<file path="src/core/lrxso_pkg.sv">
// package for the receive system-side output stage: map, fields, rates, types
`default_nettype none
package lrxso_pkg;

   // ************************************************************
   // sizes and register map
   // ************************************************************
   localparam int NUM_CH = 9;
   localparam int ADDR_W = 8;
   localparam int DATA_W = 16;
   localparam logic [7:0] ADDR_CFG_LAST = 8'h11; // cfg0 of channel n at 2n, cfg1 at 2n+1
   localparam logic [7:0] ADDR_STATUS = 8'h20;
   localparam logic [7:0] ADDR_MASK = 8'h21;
   localparam logic [7:0] ADDR_CTRL = 8'h22;

   // ************************************************************
   // field positions and reset values
   // ************************************************************
   localparam int CFG0_PD_BIT = 5;
   localparam int CFG0_HIZ_BIT = 6;
   localparam int CFG1_SEL_LSB = 5;
   localparam int CFG1_EDGE_BIT = 4;
   localparam int CFG1_INV_BIT = 3;
   localparam int CFG1_FMT_LSB = 0;
   localparam int CTRL_E1_BIT = 0;
   localparam logic [7:0] CFG0_RESET = 8'h00;
   localparam logic [7:0] CFG1_RESET = 8'h00;
   localparam logic [8:0] MASK_RESET = 9'h000;
   localparam logic [8:0] STATUS_RESET = 9'h000;
   localparam logic CTRL_E1_RESET = 1'h0;

   // ************************************************************
   // line rate generation
   // ************************************************************
   localparam longint unsigned CLK_RATE_KHZ = 200000;
   localparam longint unsigned T1_RATE_KHZ = 1544;
   localparam longint unsigned E1_RATE_KHZ = 2048;
   localparam logic [31:0] T1_PHASE_INC = 32'((T1_RATE_KHZ << 32) / CLK_RATE_KHZ);
   localparam logic [31:0] E1_PHASE_INC = 32'((E1_RATE_KHZ << 32) / CLK_RATE_KHZ);

   // ************************************************************
   // types
   // ************************************************************
   typedef enum logic [1:0] {FMT_SINGLE_NRZ, FMT_DUAL_NRZ, FMT_DUAL_RZ, FMT_DUAL_SLICED} lrxso_fmt_type;
   typedef enum logic [2:0] {MUX_PATTERN_SYNC, MUX_ALARM, MUX_EXCESS_ZEROS, MUX_BIPOLAR_VIOL,
                             MUX_EXZ_OR_BPV, MUX_LOS, MUX_REC_CLOCK, MUX_SLICED_XOR} lrxso_mux_type;

   typedef struct packed {
      logic [8:0] rec_clk;
      logic [8:0] nrz_data;
      logic [8:0] nrz_pos;
      logic [8:0] nrz_neg;
      logic [8:0] rz_pos;
      logic [8:0] rz_neg;
      logic [8:0] tip;
      logic [8:0] ring;
      logic [8:0] pat_sync;
      logic [8:0] ais;
      logic [8:0] exz;
      logic [8:0] bpv;
      logic [8:0] los;
   } lrxso_line_in_type;

   typedef struct packed {
      logic [8:0][7:0] cfg0;
      logic [8:0][7:0] cfg1;
      logic e1_mode;
      logic [8:0] status;
      logic [8:0] mask;
      logic [8:0] clk_prev;
      logic [8:0] los_prev;
      logic [8:0] pos_out;
      logic [8:0] neg_out;
      logic [8:0] pos_oe;
      logic [8:0] neg_oe;
      logic [15:0] rd_data;
   } lrxso_state_type;

endpackage
`default_nettype wire

</file>
<file path="src/core/lrxso_top.sv">
// nine-channel receive system-side output stage with register port and interrupt
`default_nettype none

// Summary of operation
// - Nine channels run side by side, each with its own pair of configuration registers.
// - Single rail format drives decoded data on the first pin, changing only on the active recovered clock edge.
// - The invert bit of configuration one sets the active level of every data rail output.
// - A powered-down channel floats its two pins or drives them low, as the high-impedance select bit says.
// - Dual rail NRZ format drives undecoded NRZ rails, both updated on the active edge.
// - Dual rail RZ format drives undecoded return-to-zero rails, both updated on the active edge.
// - Dual rail sliced format passes the raw sliced rails through without decoding or edge timing.
// - A positive tip pulse with negative ring marks the positive rail, the opposite marks the negative rail.
// - The second pin is the negative rail in dual formats and the multiplex indication in single rail.
// - A three-bit field picks the multiplex indication among eight sources.
// - The multiplex indication updates on the active edge, the recovered clock source on every core cycle, and is always active high.
// - An internal reference clock is made at the T1 or E1 line rate from the core clock.
// - The edge select bit of configuration one picks rising or falling recovered clock edges.
module lrxso_top
   import lrxso_pkg::*;
(
   input wire logic clk,                          // core clock, 200 MHz
   input wire logic arst_n,                       // async reset, active low
   input wire logic [ADDR_W-1:0] reg_addr,        // register address
   input wire logic [DATA_W-1:0] reg_wdata,       // register write data
   input wire logic reg_wr,                       // write strobe
   input wire logic reg_rd,                       // read strobe
   output logic [DATA_W-1:0] reg_rdata,           // read data, cycle after strobe
   input wire lrxso_line_in_type line_in,         // per-channel line-side levels, async
   output logic [NUM_CH-1:0] rx_pos_rail_out,     // data pin, nrz data or positive rail
   output logic [NUM_CH-1:0] rx_pos_rail_oe,      // data pin driven
   output logic [NUM_CH-1:0] rx_neg_rail_out,     // second pin, negative rail or indication
   output logic [NUM_CH-1:0] rx_neg_rail_oe,      // second pin driven
   output logic irq,                              // level interrupt, active high
   output logic internal_line_rate_clock          // reference clock at line rate
);

   // ************************************************************
   // helpers
   // ************************************************************

   // a configuration address, two per channel
   function automatic logic cfg_hit(input logic [ADDR_W-1:0] a);
      return a <= ADDR_CFG_LAST;
   endfunction

   // channel number from a configuration address
   function automatic int cfg_chan(input logic [ADDR_W-1:0] a);
      return int'(a[4:1]);
   endfunction

   // multiplex indication source, never inverted
   function automatic logic mux_pick(input lrxso_mux_type sel, input logic psync, input logic ais,
                                     input logic exz, input logic bpv, input logic los,
                                     input logic rclk, input logic slp, input logic sln);
      logic v;
      v = 1'b0;
      case (sel)
         MUX_PATTERN_SYNC: v = psync;
         MUX_ALARM: v = ais;
         MUX_EXCESS_ZEROS: v = exz;
         MUX_BIPOLAR_VIOL: v = bpv;
         MUX_EXZ_OR_BPV: v = exz | bpv;
         MUX_LOS: v = los;
         MUX_REC_CLOCK: v = rclk;
         MUX_SLICED_XOR: v = slp ^ sln;
         default: v = 1'b0;
      endcase
      return v;
   endfunction

   // ************************************************************
   // input synchronisation and reference clock
   // ************************************************************
   lrxso_state_type q;
   lrxso_state_type d;
   lrxso_line_in_type li;
   logic [$bits(lrxso_line_in_type)-1:0] li_bits;
   logic [NUM_CH-1:0] sliced_pos;
   logic [NUM_CH-1:0] sliced_neg;

   // every line-side level crosses in one bundle
   lrxso_sync #(
      .W($bits(lrxso_line_in_type))
   ) u_sync (
      .clk(clk),
      .arst_n(arst_n),
      .async_in(line_in),
      .sync_out(li_bits)
   );

   assign li = lrxso_line_in_type'(li_bits);

   // differential slicing of the synchronised tip and ring levels
   assign sliced_pos = li.tip & ~li.ring;
   assign sliced_neg = li.ring & ~li.tip;

   lrxso_rate_gen u_rate (
      .clk(clk),
      .arst_n(arst_n),
      .e1_mode(q.e1_mode),
      .line_rate_clock(internal_line_rate_clock)
   );

   // ************************************************************
   // next state
   // ************************************************************
   always_comb begin
      logic rise;
      logic fall;
      logic act;
      logic inv;
      logic ind;
      lrxso_fmt_type fmt;
      lrxso_mux_type sel;
      logic [8:0] clr;
      rise = 1'b0;
      fall = 1'b0;
      act = 1'b0;
      inv = 1'b0;
      ind = 1'b0;
      fmt = FMT_SINGLE_NRZ;
      sel = MUX_PATTERN_SYNC;
      clr = '0;
      d = q;
      d.rd_data = '0;
      d.clk_prev = li.rec_clk;
      d.los_prev = li.los;

      // register writes
      if (reg_wr) begin
         if (cfg_hit(reg_addr)) begin
            if (reg_addr[0]) begin
               d.cfg1[cfg_chan(reg_addr)] = reg_wdata[7:0];
            end else begin
               d.cfg0[cfg_chan(reg_addr)] = reg_wdata[7:0];
            end
         end else if (reg_addr == ADDR_MASK) begin
            d.mask = reg_wdata[8:0];
         end else if (reg_addr == ADDR_CTRL) begin
            d.e1_mode = reg_wdata[CTRL_E1_BIT];
         end else if (reg_addr == ADDR_STATUS) begin
            clr = reg_wdata[8:0];
         end
      end

      // register reads; unmapped addresses read as zero
      if (reg_rd) begin
         if (cfg_hit(reg_addr)) begin
            d.rd_data = reg_addr[0] ? {8'h00, q.cfg1[cfg_chan(reg_addr)]} : {8'h00, q.cfg0[cfg_chan(reg_addr)]};
         end else if (reg_addr == ADDR_STATUS) begin
            d.rd_data = {7'h00, q.status};
         end else if (reg_addr == ADDR_MASK) begin
            d.rd_data = {7'h00, q.mask};
         end else if (reg_addr == ADDR_CTRL) begin
            d.rd_data = {15'h0000, q.e1_mode};
         end
      end

      // loss of signal onset is sticky; a new onset beats a clear
      d.status = (q.status & ~clr) | (li.los & ~q.los_prev);

      // per-channel output stage
      for (int i = 0; i < NUM_CH; i++) begin
         rise = li.rec_clk[i] & ~q.clk_prev[i];
         fall = ~li.rec_clk[i] & q.clk_prev[i];
         act = q.cfg1[i][CFG1_EDGE_BIT] ? fall : rise;
         inv = q.cfg1[i][CFG1_INV_BIT];
         fmt = lrxso_fmt_type'(q.cfg1[i][CFG1_FMT_LSB +: 2]);
         sel = lrxso_mux_type'(q.cfg1[i][CFG1_SEL_LSB +: 3]);
         ind = mux_pick(sel, li.pat_sync[i], li.ais[i], li.exz[i], li.bpv[i], li.los[i],
                        li.rec_clk[i], sliced_pos[i], sliced_neg[i]);
         if (q.cfg0[i][CFG0_PD_BIT]) begin
            // powered down: low and driven, or released
            d.pos_out[i] = 1'b0;
            d.neg_out[i] = 1'b0;
            d.pos_oe[i] = ~q.cfg0[i][CFG0_HIZ_BIT];
            d.neg_oe[i] = ~q.cfg0[i][CFG0_HIZ_BIT];
         end else begin
            d.pos_oe[i] = 1'b1;
            d.neg_oe[i] = 1'b1;
            case (fmt)
               FMT_SINGLE_NRZ: begin
                  if (act) begin
                     d.pos_out[i] = li.nrz_data[i] ^ inv;
                     d.neg_out[i] = ind;
                  end
                  // a clock shown as an indication cannot wait for its own edge
                  if (sel == MUX_REC_CLOCK) begin
                     d.neg_out[i] = ind;
                  end
               end
               FMT_DUAL_NRZ: begin
                  if (act) begin
                     d.pos_out[i] = li.nrz_pos[i] ^ inv;
                     d.neg_out[i] = li.nrz_neg[i] ^ inv;
                  end
               end
               FMT_DUAL_RZ: begin
                  if (act) begin
                     d.pos_out[i] = li.rz_pos[i] ^ inv;
                     d.neg_out[i] = li.rz_neg[i] ^ inv;
                  end
               end
               FMT_DUAL_SLICED: begin
                  // untimed pass-through, only the sync and one flop of delay
                  d.pos_out[i] = sliced_pos[i] ^ inv;
                  d.neg_out[i] = sliced_neg[i] ^ inv;
               end
               default: begin
                  d.pos_out[i] = 1'b0;
                  d.neg_out[i] = 1'b0;
               end
            endcase
         end
      end
   end

   // ************************************************************
   // state register
   // ************************************************************
   always_ff @(posedge clk or negedge arst_n) begin
      if (!arst_n) begin
         q.cfg0 <= {NUM_CH{CFG0_RESET}};
         q.cfg1 <= {NUM_CH{CFG1_RESET}};
         q.e1_mode <= CTRL_E1_RESET;
         q.status <= STATUS_RESET;
         q.mask <= MASK_RESET;
         q.clk_prev <= '0;
         q.los_prev <= '0;
         q.pos_out <= '0;
         q.neg_out <= '0;
         q.pos_oe <= '0;
         q.neg_oe <= '0;
         q.rd_data <= '0;
      end else begin
         q <= d;
      end
   end

   // outputs straight from flops, interrupt from status and mask
   assign rx_pos_rail_out = q.pos_out;
   assign rx_neg_rail_out = q.neg_out;
   assign rx_pos_rail_oe = q.pos_oe;
   assign rx_neg_rail_oe = q.neg_oe;
   assign reg_rdata = q.rd_data;
   assign irq = |(q.status & q.mask);

   // ************************************************************
   // checks on channel zero, loss status on channel one, the interrupt and the register port
   // ************************************************************
   logic c0_pd;
   logic c0_hiz;
   logic c0_inv;
   logic c0_edge;
   logic c0_rise;
   logic c0_fall;
   logic [1:0] c0_fmt;
   logic [2:0] c0_sel;

   assign c0_pd = q.cfg0[0][CFG0_PD_BIT];
   assign c0_hiz = q.cfg0[0][CFG0_HIZ_BIT];
   assign c0_inv = q.cfg1[0][CFG1_INV_BIT];
   assign c0_edge = q.cfg1[0][CFG1_EDGE_BIT];
   assign c0_fmt = q.cfg1[0][CFG1_FMT_LSB +: 2];
   assign c0_sel = q.cfg1[0][CFG1_SEL_LSB +: 3];
   assign c0_rise = li.rec_clk[0] & ~q.clk_prev[0];
   assign c0_fall = ~li.rec_clk[0] & q.clk_prev[0];
endmodule
`default_nettype wire

</file>
<file path="src/core/lrxso_sync.sv">
// two-flop synchroniser for a bundle of asynchronous levels
`default_nettype none
module lrxso_sync
   import lrxso_pkg::*;
#(
   parameter int W = 8
) (
   input wire logic clk,             // core clock
   input wire logic arst_n,          // async reset, active low
   input wire logic [W-1:0] async_in, // levels from another domain
   output logic [W-1:0] sync_out     // levels safe to use
);

   typedef struct packed {
      logic [W-1:0] meta;
      logic [W-1:0] stable;
   } lrxso_sync_state_type;

   lrxso_sync_state_type q;
   lrxso_sync_state_type d;

   // first stage feeds only the second stage
   always_comb begin
      d.meta = async_in;
      d.stable = q.meta;
   end

   // ************************************************************
   // state register
   // ************************************************************
   always_ff @(posedge clk or negedge arst_n) begin
      if (!arst_n) begin
         q <= '0;
      end else begin
         q <= d;
      end
   end

   assign sync_out = q.stable;

endmodule
`default_nettype wire

</file>
<file path="src/core/lrxso_rate_gen.sv">
// phase accumulator making the internal line rate reference clock
`default_nettype none
module lrxso_rate_gen
   import lrxso_pkg::*;
(
   input wire logic clk,            // core clock
   input wire logic arst_n,         // async reset, active low
   input wire logic e1_mode,        // 1 selects the faster line rate
   output logic line_rate_clock     // reference clock, registered
);

   typedef struct packed {
      logic [31:0] acc;
      logic msb_prev;
      logic mode_prev;
      logic [7:0] half_cnt;
      logic cnt_ok;
   } lrxso_rate_state_type;

   lrxso_rate_state_type q;
   lrxso_rate_state_type d;
   logic toggle;

   assign toggle = q.acc[31] != q.msb_prev;

   // accumulate; jitter is one core cycle, a fair trade for no pll
   always_comb begin
      d = q;
      d.acc = q.acc + (e1_mode ? E1_PHASE_INC : T1_PHASE_INC);
      d.msb_prev = q.acc[31];
      d.mode_prev = e1_mode;
      d.half_cnt = toggle ? 8'h01 : ((q.half_cnt == 8'hff) ? q.half_cnt : q.half_cnt + 8'h01);
      if (e1_mode != q.mode_prev) begin
         d.cnt_ok = 1'b0;
      end else if (toggle) begin
         d.cnt_ok = 1'b1;
      end
   end

   // ************************************************************
   // state register
   // ************************************************************
   always_ff @(posedge clk or negedge arst_n) begin
      if (!arst_n) begin
         q <= '0;
      end else begin
         q <= d;
      end
   end

   assign line_rate_clock = q.acc[31];

   // ************************************************************
   // checks
   // ************************************************************
   localparam int E1_HALF_MIN = 48;
   localparam int E1_HALF_MAX = 49;
   localparam int T1_HALF_MIN = 64;
   localparam int T1_HALF_MAX = 65;
endmodule
`default_nettype wire

</file>
<file path="config.mk">
export PLATFORM = sky130hd
export DESIGN_NAME = lrxso_top
export DESIGN_NICKNAME = d
export VERILOG_FILES = /design/src/core/lrxso_pkg.sv /design/src/core/lrxso_top.sv /design/src/core/lrxso_sync.sv /design/src/core/lrxso_rate_gen.sv
export SDC_FILE = /design/constraint.sdc
export NUM_CORES = 1
export LEC_CHECK = 0
export ABC_CLOCK_PERIOD_IN_PS = 2500
export BUFFER_PORTS_ARGS = -buffer_cell sky130_fd_sc_hd__buf_2
export CORE_UTILIZATION = 50
export DETAILED_ROUTE_END_ITERATION = 16
export GPL_TIMING_DRIVEN = 0
export MAX_ROUTING_LAYER = met4
export PLACE_DENSITY = 0.83
export REMOVE_ABC_BUFFERS = 1
export SLEW_MARGIN = 10
export SYNTH_ARGS = -nofsm -noshare
export SYNTH_HDL_FRONTEND = slang
export SYNTH_SLANG_ARGS = --single-unit
</file>
<file path="constraint.sdc">
create_clock -name clk -period 2.5 [get_ports clk]
set_clock_uncertainty 0.15 [all_clocks]
set_input_delay 0.375 -clock clk [delete_from_list [all_inputs] [get_ports clk]]
set_output_delay 0.375 -clock clk [all_outputs]
set_load 0.02 [all_outputs]
</file>
# After elaboration in Yosys (flattened, before gate mapping)
# Cells that the tools add are included.
# word_totals
input_bits	145
regBits	490
elab_cells	506
# classes
n_mux	146
n_reduce_logical	42
n_eq_ne	129
n_lt_le_gt_ge	3
n_bitwise	139
n_addsub	1
# ops
operator	count
bitwise mux 72 bit	2
equality test 3 bit, second input constant	36
2-to-1 mux 1 bit	100
2-to-1 mux 9 bit	9
inequality test 3 bit, second input constant	27
one-hot mux 1 bit (4 select lines)	18
one-hot mux 1 bit (8 select lines)	9
bitwise XOR 1 bit	72
binary-select mux 8 bit (select 4 bit)	2
AND reduction 3 bit	21
equality test 3 x 2 -> 1 bit, second input constant	18
AND 9 bit	5
equality test 2 bit, second input constant	18
inequality test 4 bit, second input constant	9
inverter 9 bit	4
adder 32 bit	1
demux 8 bit (select 4 bit)	1
2-to-1 mux 8 bit	4
inverter 1 bit	30
equality test 3 x 1 -> 1 bit, second input constant	9
zero test 3 bit	9
2-to-1 mux 26 bit	1
equality test 8 x 6 -> 1 bit, second input constant	3
AND 1 bit	18
10 further kinds	34

# Depth between registers and ports, before layout
# depth
depth_word	9
mapped_depth	9
ltp_nobuf	8

# By module
# From an unflattened synthesis, not the netlist that was laid out.
# unflattened
hier_cells	1505
hier_area_um2	19957.9
# by_module_without_submodules
module	seq_area_each_um2	instances	area_per_inst_um2	cells_per_inst
lrxso_top	5430.2	1	11990.2	1052
lrxso_sync	5855.6	1	5855.6	234
lrxso_rate_gen	800.8	1	2112.0	219

# Least setup slack after synthesis
# Ideal clock, no wire load.
# synth_path
path_kind	register to register
startpoint	reg q[88] (netlist name)
endpoint	reg u_rate.q[29] (netlist bit)
stages_incl_launch_ff	10
arrival_time_ps	2237
slack_ps	-9
n_path_buf	1
period_less_slack_ps	2509
setup_ps	121
required_time_ps	2229
cell_sequence	dfrtp_1 -> inv_1 -> ha_1 -> clkbuf_1 -> and4b_1 -> nand2_1 -> and3b_1 -> or2_1 -> a211o_1 -> xor2_1
# synth_rtl
element	line	rtl
to (signal assigned)	lrxso_rate_gen.sv:45	q <= '0;
to (signal assigned)	lrxso_rate_gen.sv:47	q <= d;
to (decl)	lrxso_rate_gen.sv:20	lrxso_rate_state_type q;

==> results.json <==
{
  "status": "finished with violations",
  "violations": "setup timing",
  "synth_area_leaders": "dfrtp_1 62%, mux2_2 9.4%, mux4_2 5.8%",
  "slowest_delay_ns": 0.49,
  "worstSetupStartpointType": "flop",
  "busiest_layer": "met2",
  "power_frac_clock": 0.372,
  "clock_tree.root_cell": "clkbuf_16",
  "leakage_uw": 0.0109,
  "totalWireLength_um": 46900,
  "num_rows": 72,
  "vias": 12400,
  "clock_path_buffers": 3,
  "remaining_drc_errors": 0,
  "tns_ns": -0.791,
  "cp.required_ns": 2.81,
  "final_util": 0.621,
  "relSlewSlack": 0.476,
  "drt_first_pass_iters": 5,
  "avgSynthCellArea_um2": 13.8,
  "grt_pass1_wl_um": 71600,
  "slowest_stage": "nor3_1",
  "core_area_um2": 38600,
  "cts_num_sinks": 483,
  "path_clk_slew_ns": 0.06,
  "fmax_ghz": 0.373,
  "wl_per_cell_um": 21.0,
  "rsz0062_at_grt": "true",
  "synth_cell_types": 70,
  "die_y_um": 200,
  "fin_cells": 2233,
  "grt_pass1_vias": 12900,
  "cp_cell_sequence": "buf_8 -> ha_4 -> nor3_1 -> a211oi_4 -> and3b_2 -> or2_4 -> a211o_1 -> xor2_1",
  "yosysWarnings": 0,
  "hold_viol_final": 0,
  "fp.dieW_um": 200,
  "seq_area_frac_synth": 0.617,
  "synth.top_cells.by_count": "483 x dfrtp_1, 163 x mux2_2, 112 x nand2_1",
  "cap_violations": 0,
  "yosysMostFrequentCell": "dfrtp_1",
  "first_iter_violations": 891,
  "tightest_slew_ns": 0.786,
  "setup_violations": 9,
  "netlist_area_um2": 19600,
  "syn_inst": 1421,
  "dp_hpwl_um": 28900,
  "yosysTopAreaCell": "dfrtp_1",
  "post_route_cells_drive_above_1_share": 0.326,
  "use_met2": 0.385,
  "power_uw": 20700,
  "area_growth_syn_to_layout_pct": 22.5,
  "ys_ff_latch": 483,
  "met3_usage": 0.0481,
  "endpoint_kind": "flop",
  "dieArea_um2": 40000,
  "fin_nets": 1855,
  "clkLatencyLatePin_ns": 0.59,
  "ir_worst_vdd_v": 0.000602,
  "worstHoldPathType": "in2reg",
  "top_level_ports": 199,
  "cts_tree": "built",
  "power_density_nw_per_um2": 864,
  "fin_crit_ns": 2.68,
  "worst_slack_ns": -0.182,
  "antenna_found_initial": 2,
  "async_flop_share": 1.00,
  "htreeDepth": 2,
  "p_sw_frac": 0.274,
  "gp_congestion": 0.896,
  "place_inst": 2008,
  "cts_buffers": 49,
  "synth_edf_count": 0,
  "critPathKind": "reg2reg",
  "grt_util_all_layers": 0.245,
  "min_period_over_period": 1.07,
  "report.final.slew_viol_count": 0,
  "power.switching_uw": 5680,
  "io_buffers": 184,
  "overflow": 0,
  "vias_per_cell": 5.56,
  "seqPwrFrac": 0.441,
  "synth_top_area_frac": 0.617,
  "grt.met1_usage": 0.311,
  "ys.flop_type": "dfrtp_1",
  "crit_path_max_fanout": 7,
  "ant_nets": 0,
  "cp.arrival_ns": 3.00,
  "combPwrFrac": 0.187,
  "grt_max_degree": 123,
  "start_util": 0.507,
  "p_int_uw": 15100,
  "preCtsSetupSlack_ns": -0.775
}
registers in the layout (all words and copies together) (netlist names), 2 cells and up:
register and cells:
c0_fmt 2, c0_sel 3, q 172, reg_rdata 9
rx_neg_rail_oe 9, rx_neg_rail_out 9, rx_pos_rail_out 9, u_rate.q 31
u_sync.d 117, u_sync.sync_out 117
cells in the final DEF, fill, tap and decap left out, types with 10 or more instances in the layout:
| master | synthesis | layout |
|---|---|---|
| xnor2_1 | 42 | 41 |
| dlygate4sd3_1 | 0 | 120 |
| a31oi_1 | 15 | 14 |
| inv_1 | 33 | 32 |
| clkinv_2 | 0 | 10 |
| xor2_1 | 14 | 14 |
| buf_4 | 56 | 12 |
| nor2_1 | 52 | 52 |
| nor2b_1 | 15 | 13 |
| mux2i_1 | 11 | 11 |
| ha_4 | 0 | 10 |
| clkbuf_16 | 0 | 50 |
| o21ai_0 | 21 | 16 |
| clkbuf_8 | 0 | 12 |
| buf_2 | 10 | 181 |
| nand2_1 | 112 | 111 |
| nor3_1 | 33 | 33 |
| a21oi_1 | 43 | 38 |
| ha_1 | 33 | 20 |
| a211o_1 | 14 | 14 |
| o211ai_1 | 21 | 21 |
| nand3_1 | 15 | 11 |
| mux2_2 | 163 | 163 |
| mux4_2 | 50 | 50 |
| o22ai_1 | 14 | 14 |
| dfrtp_1 | 483 | 482 |
power groups by stage:
stage          clock, uW  sequential [uW]  combinational (uW)
4_1_cts             7820             9110                3640
5_1_grt             8140             9220                4190
3_5_place_dp           0             9190                3020
6_report            7710             9150                3870
3_3_place_gp           0             9150                2920
2_1_floorplan          0             9120                2010
per-layer routing:
metal | part of all wire | vias up
met3 | 0.069 | 121
met2 | 0.49 | 488
met4 | 0.041 | 0
met5 | 0 | -
met1 | 0.40 | 6295
li1 | - | 5506
area by class of cell:
class                   count  area, um2
fillers                  2776      14700
clock inverters            21        294
clock buffers              67       1410
flip-flops and latches    483      12100
diodes                      2       5.00
inverters                  33        128
repair buffers            323       2400
multi-input cells         786       7010
well taps                 518        648
repair_timing:
action	in CTS	in global routing
hold endpoints to repair	183	0
setup endpoints to repair	42	131
gates resized for setup	52	15
gates cloned	0	1
hold buffers	120	0
setup buffers	12	2
pin swaps	24	11
logic make-up after synthesis:
logic type,share of synthesized area
adders and majority gates,0.0221
muxes,0.157
other,0.000191
xor gates and xnor gates,0.0250
buffers and inverters,0.0420
AOI/OAI and AO/OA,0.0702
and+or+nand+nor,0.0664
DFF,0.617
critical path: cells and delay by family (launching register included):
kind | cells | cell delay (ns)
AO/OA/AOI/OAI | 2 | 0.37
buffers and inverters | 1 | 0.18
flip-flops | 1 | 0.46
XOR/XNOR | 1 | 0.14
adder cells (fa/ha/maj) | 1 | 0.25
AND/OR/NAND/NOR | 3 | 1.01
through the flow:
stage / hold WS (ns) / cell area [um2]
detailed placement: 0.185 / 20600
global route: 0.155 / 24000
finish: 0.135 / 24000
CTS: 0.114 / 23900
global placement: 0.183 / 20500
floorplan: -0.0706 / 18900
worst paths after layout:
check	start	endpoint	slack, ns	depth (start not counted)
setup / recovery	q[88]	u_rate.q[29]	-0.18	8
hold / removal	reg_wdata[2]	q[81]	0.13	4
setup reg to reg	q[88]	u_rate.q[29]	-0.18	8
hold reg to reg	u_sync.d[72]	u_sync.sync_out[72]	0.19	0
max in group asynchronous	arst_n	u_sync.sync_out[63]	0.40	5
min in group asynchronous	arst_n	u_sync.d[76]	0.17	2
No activity file was read; power rests on OpenSTA's default activity.
